==> src/rtl/sps_defs.svh <==
/*
  constants of the serial to parallel shift latch: widths, depths, reset values.
  assumes it is included by its bare name from files under rtl/.
*/
// Functional notes
// - eight-stage shift register, one serial bit per shift clock, only the last stage visible
// - shift contents copy into an eight-bit holding register driving parallel outputs
// - each register has its own clock and its own overriding clear
// - both clocks act on rising edges only, never on falling edges
// - with clocks tied, holding register takes the shift contents before that edge
// - a cascade output carries the last shift stage for chaining devices
`ifndef SPS_DEFS_SVH
`define SPS_DEFS_SVH
`define SPS_WIDTH        8
`define SPS_FIFO_DEPTH   16
`define SPS_SHIFT_RST    8'h00
`define SPS_HOLD_RST     8'h00
`define SPS_PIN_RST      5'h00
`define SPS_PIN_LAT_MIN  2
`define SPS_PIN_LAT_MAX  3
`endif

==> src/rtl/sps_pkg.sv <==
/*
  types of the serial to parallel shift latch.
  assumes nothing beyond a SystemVerilog compiler.
*/
package sps_pkg;
  // the five pin inputs as one carrier
  typedef struct packed {
    logic serial_in;
    logic shift_clock;
    logic holding_clock;
    logic shift_stage_clear;
    logic holding_stage_clear;
  } sps_pins_t;
endpackage : sps_pkg

==> src/rtl/sps_fifo.sv <==
/*
  synchronous fifo with valid and ready on both sides.
  assumes one clock mclk and synchronous active-high reset srst.
*/
`timescale 1ns/1ps
module sps_fifo #(
  parameter int WIDTH = 8,
  parameter int DEPTH = 16
) (
  input  wire logic             mclk,
  input  wire logic             srst,
  input  wire logic             in_valid,
  output logic                  in_ready,
  input  wire logic [WIDTH-1:0] in_data,
  output logic                  out_valid,
  input  wire logic             out_ready,
  output logic      [WIDTH-1:0] out_data
);
  localparam int AW = $clog2(DEPTH);

  // refuse depths the pointer wrap cannot serve
  initial begin
    if (DEPTH < 2 || (1 << AW) != DEPTH || WIDTH < 1)
      $error("sps_fifo: depth must be a power of two of at least 2");
  end

  logic [WIDTH-1:0] mem_reg [DEPTH];
  logic [AW:0]      wr_reg;
  logic [AW:0]      rd_reg;
  logic             push;
  logic             pop;

  // full when pointers differ only in the wrap bit
  assign in_ready  = (wr_reg ^ rd_reg) != {1'b1, {AW{1'b0}}};
  assign out_valid = wr_reg != rd_reg;
  assign push      = in_valid & in_ready;
  assign pop       = out_valid & out_ready;
  assign out_data  = mem_reg[rd_reg[AW-1:0]];

  // storage write
  always_ff @(posedge mclk) begin
    if (push)
      mem_reg[wr_reg[AW-1:0]] <= in_data;
  end

  // pointers
  always_ff @(posedge mclk) begin
    if (srst) begin
      wr_reg <= '0;
      rd_reg <= '0;
    end else begin
      if (push)
        wr_reg <= wr_reg + 1'b1;
      if (pop)
        rd_reg <= rd_reg + 1'b1;
    end
  end
endmodule : sps_fifo

==> src/rtl/sps_shift_latch.sv <==
/*
  serial-in parallel-out shift register with a holding register, pins sampled on mclk,
  each holding capture also queued into a 16-word snapshot fifo while it has room, dropped while it is full.
  assumes pin inputs are asynchronous to mclk and held for at least three mclk periods
  per level; srst is synchronous, active high.
*/
`timescale 1ns/1ps
`include "sps_defs.svh"
module sps_shift_latch #(
  parameter int WIDTH      = `SPS_WIDTH,
  parameter int FIFO_DEPTH = `SPS_FIFO_DEPTH
) (
  input  wire logic             mclk,
  input  wire logic             srst,
  input  wire logic             serial_in,
  input  wire logic             shift_clock,
  input  wire logic             holding_clock,
  input  wire logic             shift_stage_clear,
  input  wire logic             holding_stage_clear,
  output logic      [WIDTH-1:0] parallel_out,
  output logic                  cascade_out,
  output logic                  snap_in_ready,
  output logic                  snap_out_valid,
  input  wire logic             snap_out_ready,
  output logic      [WIDTH-1:0] snap_out_data
);
  // refuse widths the shift path cannot serve
  initial begin
    if (WIDTH < 2 || WIDTH > 8)
      $error("sps_shift_latch: width must be 2 to 8");
  end

  ////////////////////////////////////////////////////////////////////////////////
  // pin sampling

  // accept a new level only where second and third stage agree
  function automatic sps_pkg::sps_pins_t agree_fn(
    input sps_pkg::sps_pins_t s2,
    input sps_pkg::sps_pins_t s3,
    input sps_pkg::sps_pins_t prev
  );
    agree_fn = ((s2 ~^ s3) & s3) | ((s2 ^ s3) & prev);
  endfunction : agree_fn

  sps_pkg::sps_pins_t pin_raw;
  sps_pkg::sps_pins_t sync1_reg;
  sps_pkg::sps_pins_t sync2_reg;
  sps_pkg::sps_pins_t sync3_reg;
  sps_pkg::sps_pins_t filt_reg;
  sps_pkg::sps_pins_t filt_next;

  assign pin_raw = '{serial_in, shift_clock, holding_clock,
                     shift_stage_clear, holding_stage_clear};

  // three-stage synchroniser, first stage feeds only the second
  always_ff @(posedge mclk) begin
    if (srst) begin
      sync1_reg <= `SPS_PIN_RST;
      sync2_reg <= `SPS_PIN_RST;
      sync3_reg <= `SPS_PIN_RST;
    end else begin
      sync1_reg <= pin_raw;
      sync2_reg <= sync1_reg;
      sync3_reg <= sync2_reg;
    end
  end

  assign filt_next = agree_fn(sync2_reg, sync3_reg, filt_reg);

  // filtered pin levels
  always_ff @(posedge mclk) begin
    if (srst)
      filt_reg <= `SPS_PIN_RST;
    else
      filt_reg <= filt_next;
  end

  ////////////////////////////////////////////////////////////////////////////////
  // edges and clears

  logic shift_rise;
  logic hold_rise;
  logic shift_clr;
  logic hold_clr;
  logic ser_bit;

  // rising edges only, falling edges do nothing
  assign shift_rise = filt_next.shift_clock & ~filt_reg.shift_clock;
  assign hold_rise  = filt_next.holding_clock & ~filt_reg.holding_clock;
  assign shift_clr  = filt_next.shift_stage_clear;
  assign hold_clr   = filt_next.holding_stage_clear;
  assign ser_bit    = filt_next.serial_in;

  ////////////////////////////////////////////////////////////////////////////////
  // shift register

  logic [WIDTH-1:0] shift_reg;

  // clear overrides the clock; each edge moves every stage one on
  always_ff @(posedge mclk) begin
    if (srst)
      shift_reg <= WIDTH'(`SPS_SHIFT_RST);
    else if (shift_clr)
      shift_reg <= '0;
    else if (shift_rise)
      shift_reg <= {shift_reg[WIDTH-2:0], ser_bit};
  end

  // last stage drives the chain output
  assign cascade_out = shift_reg[WIDTH-1];

  ////////////////////////////////////////////////////////////////////////////////
  // holding register

  logic [WIDTH-1:0] hold_reg;

  // takes the shift contents as they stood before a shared edge
  always_ff @(posedge mclk) begin
    if (srst)
      hold_reg <= WIDTH'(`SPS_HOLD_RST);
    else if (hold_clr)
      hold_reg <= '0;
    else if (hold_rise)
      hold_reg <= shift_reg;
  end

  assign parallel_out = hold_reg;

  ////////////////////////////////////////////////////////////////////////////////
  // snapshot queue

  logic snap_push_reg;

  // one push per holding capture, one cycle after it
  always_ff @(posedge mclk) begin
    if (srst)
      snap_push_reg <= 1'b0;
    else
      snap_push_reg <= hold_rise & ~hold_clr;
  end

  sps_fifo #(
    .WIDTH (WIDTH),
    .DEPTH (FIFO_DEPTH)
  ) u_snap_fifo (
    .mclk      (mclk),
    .srst      (srst),
    .in_valid  (snap_push_reg),
    .in_ready  (snap_in_ready),
    .in_data   (hold_reg),
    .out_valid (snap_out_valid),
    .out_ready (snap_out_ready),
    .out_data  (snap_out_data)
  );

  ////////////////////////////////////////////////////////////////////////////////
  // assertions

  localparam int LAT_MIN = `SPS_PIN_LAT_MIN;
  localparam int LAT_MAX = `SPS_PIN_LAT_MAX;

  property p_shift_step;
    @(posedge mclk) disable iff (srst)
      shift_rise && !shift_clr |=> shift_reg == {$past(shift_reg[WIDTH-2:0]), $past(ser_bit)};
  endproperty
  a_shift_step: assert property (p_shift_step)
    else $error("shift register did not advance by one stage");

  property p_hold_copy;
    @(posedge mclk) disable iff (srst)
      hold_rise && !hold_clr |=> parallel_out == $past(shift_reg);
  endproperty
  a_hold_copy: assert property (p_hold_copy)
    else $error("holding register did not copy shift contents");

  property p_clear_override;
    @(posedge mclk) disable iff (srst)
      shift_clr && shift_rise |=> shift_reg == '0 &&
        (hold_reg == $past(hold_reg) || $past(hold_rise) || $past(hold_clr));
  endproperty
  a_clear_override: assert property (p_clear_override)
    else $error("shift clear did not override the shift clock");

  property p_shift_clear_only;
    @(posedge mclk) disable iff (srst)
      shift_clr && !hold_clr && !hold_rise |=> $stable(hold_reg);
  endproperty
  a_shift_clear_only: assert property (p_shift_clear_only)
    else $error("shift clear disturbed the holding register");

  property p_hold_clear;
    @(posedge mclk) disable iff (srst)
      hold_clr |=> parallel_out == '0;
  endproperty
  a_hold_clear: assert property (p_hold_clear)
    else $error("holding clear did not empty the holding register");

  property p_fall_quiet;
    @(posedge mclk) disable iff (srst)
      !shift_rise && !shift_clr |=> $stable(shift_reg);
  endproperty
  a_fall_quiet: assert property (p_fall_quiet)
    else $error("shift register changed without a rising edge");

  property p_tied_lag;
    @(posedge mclk) disable iff (srst)
      shift_rise && hold_rise && !shift_clr && !hold_clr
        |=> parallel_out == $past(shift_reg) && shift_reg[0] == $past(ser_bit);
  endproperty
  a_tied_lag: assert property (p_tied_lag)
    else $error("holding register not one edge behind shift register");

  property p_cascade;
    @(posedge mclk) disable iff (srst)
      shift_rise && !shift_clr |=> cascade_out == $past(shift_reg[WIDTH-2]);
  endproperty
  a_cascade: assert property (p_cascade)
    else $error("cascade output is not the last stage");

  property p_pin_latency;
    @(posedge mclk) disable iff (srst)
      $rose(shift_clock) ##1 shift_clock[*3] |-> ##[LAT_MIN:LAT_MAX] filt_reg.shift_clock;
  endproperty
  a_pin_latency: assert property (p_pin_latency)
    else $error("shift clock edge not taken within three cycles");
endmodule : sps_shift_latch

==> config.mk <==
export PLATFORM = sky130hd
export DESIGN_NAME = sps_shift_latch
export DESIGN_NICKNAME = d
export VERILOG_FILES = /design/src/rtl/sps_pkg.sv /design/src/rtl/sps_fifo.sv /design/src/rtl/sps_shift_latch.sv
export VERILOG_INCLUDE_DIRS = /design/src /design/src/rtl
export SDC_FILE = /design/constraint.sdc
export NUM_CORES = 1
export LEC_CHECK = 0
export ABC_AREA = 1
export BUFFER_PORTS_ARGS = -buffer_cell sky130_fd_sc_hd__buf_2
export CORE_UTILIZATION = 55
export DETAILED_ROUTE_END_ITERATION = 10
export GPL_ROUTABILITY_DRIVEN = 0
export PLACE_DENSITY_LB_ADDON = 0.08
export SLEW_MARGIN = 30
export SYNTH_ARGS = -nofsm -noshare
export SYNTH_HDL_FRONTEND = slang
export SYNTH_SLANG_ARGS = --single-unit
==> constraint.sdc <==
create_clock -name mclk -period 1.65 [get_ports mclk]
set_input_delay 0.4125 -clock mclk [delete_from_list [all_inputs] [get_ports mclk]]
set_output_delay 0.4125 -clock mclk [all_outputs]
set_load 0.005 [all_outputs]
Word level (Yosys, flattened, before mapping)
Memories as Yosys holds them, arrays and structs flattened. A register that Yosys moved wholly into a read port is not among the register bits.
Index checks and enable logic that the tools add are counted.
Widths: inputs -> output; s select.
{"block": "op_classes", "n_mux": 4, "eq_ne": 2, "bitwise_logic": 14, "n_addsub": 2, "reduce_logical": 2}
{"cell": "$add 5x1->5 const B", "n": 2}
{"cell": "$and 5x5->5", "n": 2}
{"cell": "$xor 5x5->5", "n": 2}
{"cell": "$mux 4", "n": 2}
{"cell": "$and 1x1->1", "n": 5}
{"cell": "$ne 5x5->1", "n": 1}
{"cell": "$ne 5x5->1 const B", "n": 1}
{"cell": "$or 5x5->5", "n": 1}
{"cell": "$xnor 5x5->5", "n": 1}
{"cell": "$reduce_or 2->1", "n": 2}
{"cell": "$not 1->1", "n": 3}
{"cell": "$mux 1", "n": 2}
{"block": "word_totals", "ram_bits": 128, "memories": 1, "inputBits": 8, "output_inout_bits": 19, "reg_bits": 47}
{"memory": "u_snap_fifo.mem_reg", "words": 16, "width": 8, "read_ports": 1, "rd_ports_with_merged_regs": 1, "write_ports": 1, "line": "sps_fifo.sv:27", "text": "logic [WIDTH-1:0] mem_reg [DEPTH];"}

Longest topological paths before layout
{"block": "depth", "word_depth": 5, "ltp_mapped": 9}

Modules after synthesis
Synthesis repeated with hierarchy kept, for this count alone.
{"block": "unflattened", "cells_unflattened": 684, "area_unflattened_um2": 7289.5}
{"module": "sps_fifo", "area_per_inst_um2": 5998.3, "instances": 1, "cells_per_inst": 536}
{"module": "sps_shift_latch", "area_per_inst_um2": 1291.2, "instances": 1, "cells_per_inst": 148}

Worst setup path before layout
No wires, ideal clock.
{"block": "synth_path", "path_kind": "register to register", "start": "reg u_snap_fifo.wr_reg[2]", "end": "mem u_snap_fifo.mem_reg[7][0] (enable)", "setup_time_ns": 0.383, "arrival_time_ns": 1.401, "period_less_slack_ns": 1.784, "path_stages_with_launch": 7, "required_ns": 1.267, "path_slack_ns": -0.134, "cell_sequence": "dfxtp_1 nand2_1 nand2_2 nor2_4 nand3_4 nand2_4 nor3_1"}
{"block": "synth_between", "elab_chain_cells": 5}
{"element": "from (decl)", "line": "sps_fifo.sv:28", "text": "logic [AW:0] wr_reg;"}
{"element": "from (signal assigned)", "line": "sps_fifo.sv:53", "text": "wr_reg <= wr_reg + 1'b1;"}
{"element": "$xor 5x5->5", "line": "sps_fifo.sv:34", "text": "assign in_ready = (wr_reg ^ rd_reg) != {1'b1, {AW{1'b0}}};"}
{"element": "$ne 5x5->1", "line": "sps_fifo.sv:34"}
{"element": "named net snap_in_ready", "line": "sps_shift_latch.sv:22", "text": "output logic snap_in_ready,"}
{"element": "$and 1x1->1", "line": "sps_fifo.sv:36", "text": "assign push = in_valid & in_ready;"}
{"element": "$mux 1", "line": "sps_fifo.sv:42", "text": "if (push)"}
{"element": "$mux 1 (implied by the code)", "line": "sps_fifo.sv:43", "text": "mem_reg[wr_reg[AW-1:0]] <= in_data;"}
{"element": "to (decl)", "line": "sps_fifo.sv:27"}
The timed path passes the listed nets, and every way through them passes these cells.

==> run_results.csv <==
group,metric,value,unit
run_status,status,"finished with violations",
run_status,violations,"negative setup slack",
synth,syn_area,0.00724,sq mm
grt,antenna_found_initial,0,
placement,port_buffers,26,
floorplan,ios,27,
grt,grt_use_total,0.258,
detailed_routing,first_pass_iters,5,
clock_network,ctsRootBufferMaster,"clkbuf_16",
sta,fmax,470,MHz
sta,setup_violations,29,
setup_path,regToRegStartpoint,"u_snap_fifo.rd_reg[1]",
pwr,powerDensity,1040,mW/mm^2
synth,ys_types,26,
setup_path,end_kind,"output port",
placement,dpl.hpwl,10300,um
sta,worst_slack,-476,ps
detailed_routing,num_vias,5111,
grt,grt_overflow,0,
synth,seq_area_frac_synth,0.672,
setup_path,cp_max_fo,41,
placement,pre_cts_slack,-219,ps
clock_network,cts_made_buffers,17,
floorplan,dieArea,0.0136,sq mm
pwr,ir_drop,0.746,mV
sta,drv_slew,0,
synth,synth_area_leaders,"edfxtp_1 53%, dfxtp_1 14%, nand2_1 5.4%",
clock_network,ctsHoldBuffers,0,
synth,yosysWarnings,0,
synth,synth-seq-cells,179,
synth,syn_nets,695,
grt,grt_max_degree,42,
setup_path,start_kind,"flip-flop",
sta,period_share,1.29,
run,cap_violations,0,
clock_network,cts_num_sinks,179,
final_layout,nets,783,
synth,syn_avg_cell_area,10.7,sq um
sta,slew-limit-headroom,0.724,
detailed_routing,vias_per_cell,5.38,
setup_path,required,1240,ps
final_layout,antennaDiodeCount,0,
floorplan,core-area,0.0127,sq mm
grt,grt_pass1_wl,25200,um
final_layout,syn_to_final_growth,25.0,%
sta,final_hold_viol_count,0,
placement,dp.cells,906,
sta,rsz0062_at_grt,"yes",
synth,synth_largest_area_cell,"edfxtp_1",
detailed_routing,wl_per_cell,17.1,um
sta,post-route-min-period,2130,ps
worst_hold_path,hold_class,"input port to flip-flop",
sta,tightest_slew,413,ps
detailed_routing,drc_errors,0,
floorplan,fp.dieH,117,um
final_layout,final_common_cell,"edfxtp_1",
detailed_routing,drt_iter0_markers,414,
sta,clock_skew,6.99,ps
detailed_routing,postRouteAntennaNets,0,
setup_path,crit_type,"flip-flop to output port",
clock_network,clkTransAtPathRegs,60,ps
floorplan,fp.dieW,117,um
floorplan,fp-row-count,41,
detailed_routing,routed_wl,16200,um
setup_path,cp.arrival,1710,ps
final_layout,final_cell_mix,"128 x edfxtp_1, 94 x inv_1, 92 x nand2_1, 57 x nand3_1, 52 x a21oi_1",
clock_network,worstSkewPairLatency,430,ps
pwr,p_leak,3.50,nW
final_layout,largest_register_ffs,128,
clock_network,clock_path_buffers,2,
final_layout,drive_above_1_share,0.253,
clock_network,cts-htree-levels,4,
synth,synthCells,677,
floorplan,start_util,0.569,
clock_network,cts_tree,"built",
final_layout,fin_cells,950,
synth,netlist.area_leader.share,0.531,
grt,grt_pass1_vias,4897,
worst_hold_path,hold_start,"holding_stage_clear",
## cells in the mapped netlist (all sizes together)
master	number
edfxtp	128
nand2	109
inv	103
nand3	60
a21oi	59
nor2	53
dfxtp	51
o211ai	32
o21ai	32
clkbuf	18
buf	11
ha	10
nor3	6
xor2	2
a211oi	1
clkinv	1
nand3b	1
## cell families after synthesis
| kind of cell | share of synthesized area |
|---|---|
| buf+inv | 0.0729 |
| xor+xnor | 0.00242 |
| fa+ha+maj | 0.0173 |
| compound gates | 0.0982 |
| flops | 0.672 |
| simple gates | 0.137 |
## layout make-up
type | count | area [sq um]
tap | 172 | 215
inverter | 104 | 398
sequential | 179 | 4880
timing repair buffer | 98 | 922
clock inverter | 8 | 48.8
multi-input combinational | 365 | 2070
fill | 938 | 3670
clock buffer | 24 | 514
## final timing paths
kind	to	depth (start not counted)	slack (ps)
hold / removal	sync1_reg[0]	3	180
hold reg to reg	sync2_reg[0]	2	410
setup / recovery	snap_out_data[0]	7	-480
setup reg to reg	u_snap_fifo.mem_reg[4][4]	13	-130
## through the flow
stage	area [sq um]	util	setup TNS (ps)	hold WS, ps	power (mW)
floorplan	7250	-	-7330	388	5.34
global placement	8020	0.631	-5780	390	5.56
detailed placement	8020	0.631	-8140	402	5.57
CTS	8900	0.699	-4130	167	9.45
global route	9050	0.711	-11260	175	9.74
finish	9050	0.711	-5740	182	9.43
## metal layers
metal  vias up  GRT usage  part of all wire
met4         0      0.126             0.033
met1      2447      0.314              0.42
li1       2468          -                 -
met3        36     0.0623             0.051
met5         -          0                 0
met2       160      0.431              0.49
## what timing repair did
| item | CTS | global route |
|---|---|---|
| resized for setup | 62 | 42 |
| pin swaps | 38 | 12 |
| hold endpoints to repair | 0 | 0 |
| gates cloned | 3 | 1 |
| buffers inserted | 8 | 2 |
| endpoints found under the setup margin | 91 | 66 |
## power by group
| group | switching, mW | leakage (nW) | total [mW] | internal [mW] |
|---|---|---|---|---|
| logic | 0.460 | 1.58 | 0.833 | 0.374 |
| clock network | 1.61 | 0.286 | 3.79 | 2.18 |
| registers | 0.0305 | 1.64 | 4.81 | 4.78 |
| total | 2.10 | 3.50 | 9.43 | 7.33 |
## worst max-delay path, stage by stage (launching register included)
cell     delay (ps)
dfxtp_4         430
buf_12          220
a21oi_1          90
o21ai_0          80
nand3_1         150
nand3_1         120
nand2_1          50
buf_2           120
Power figures use the tool's default switching activity.
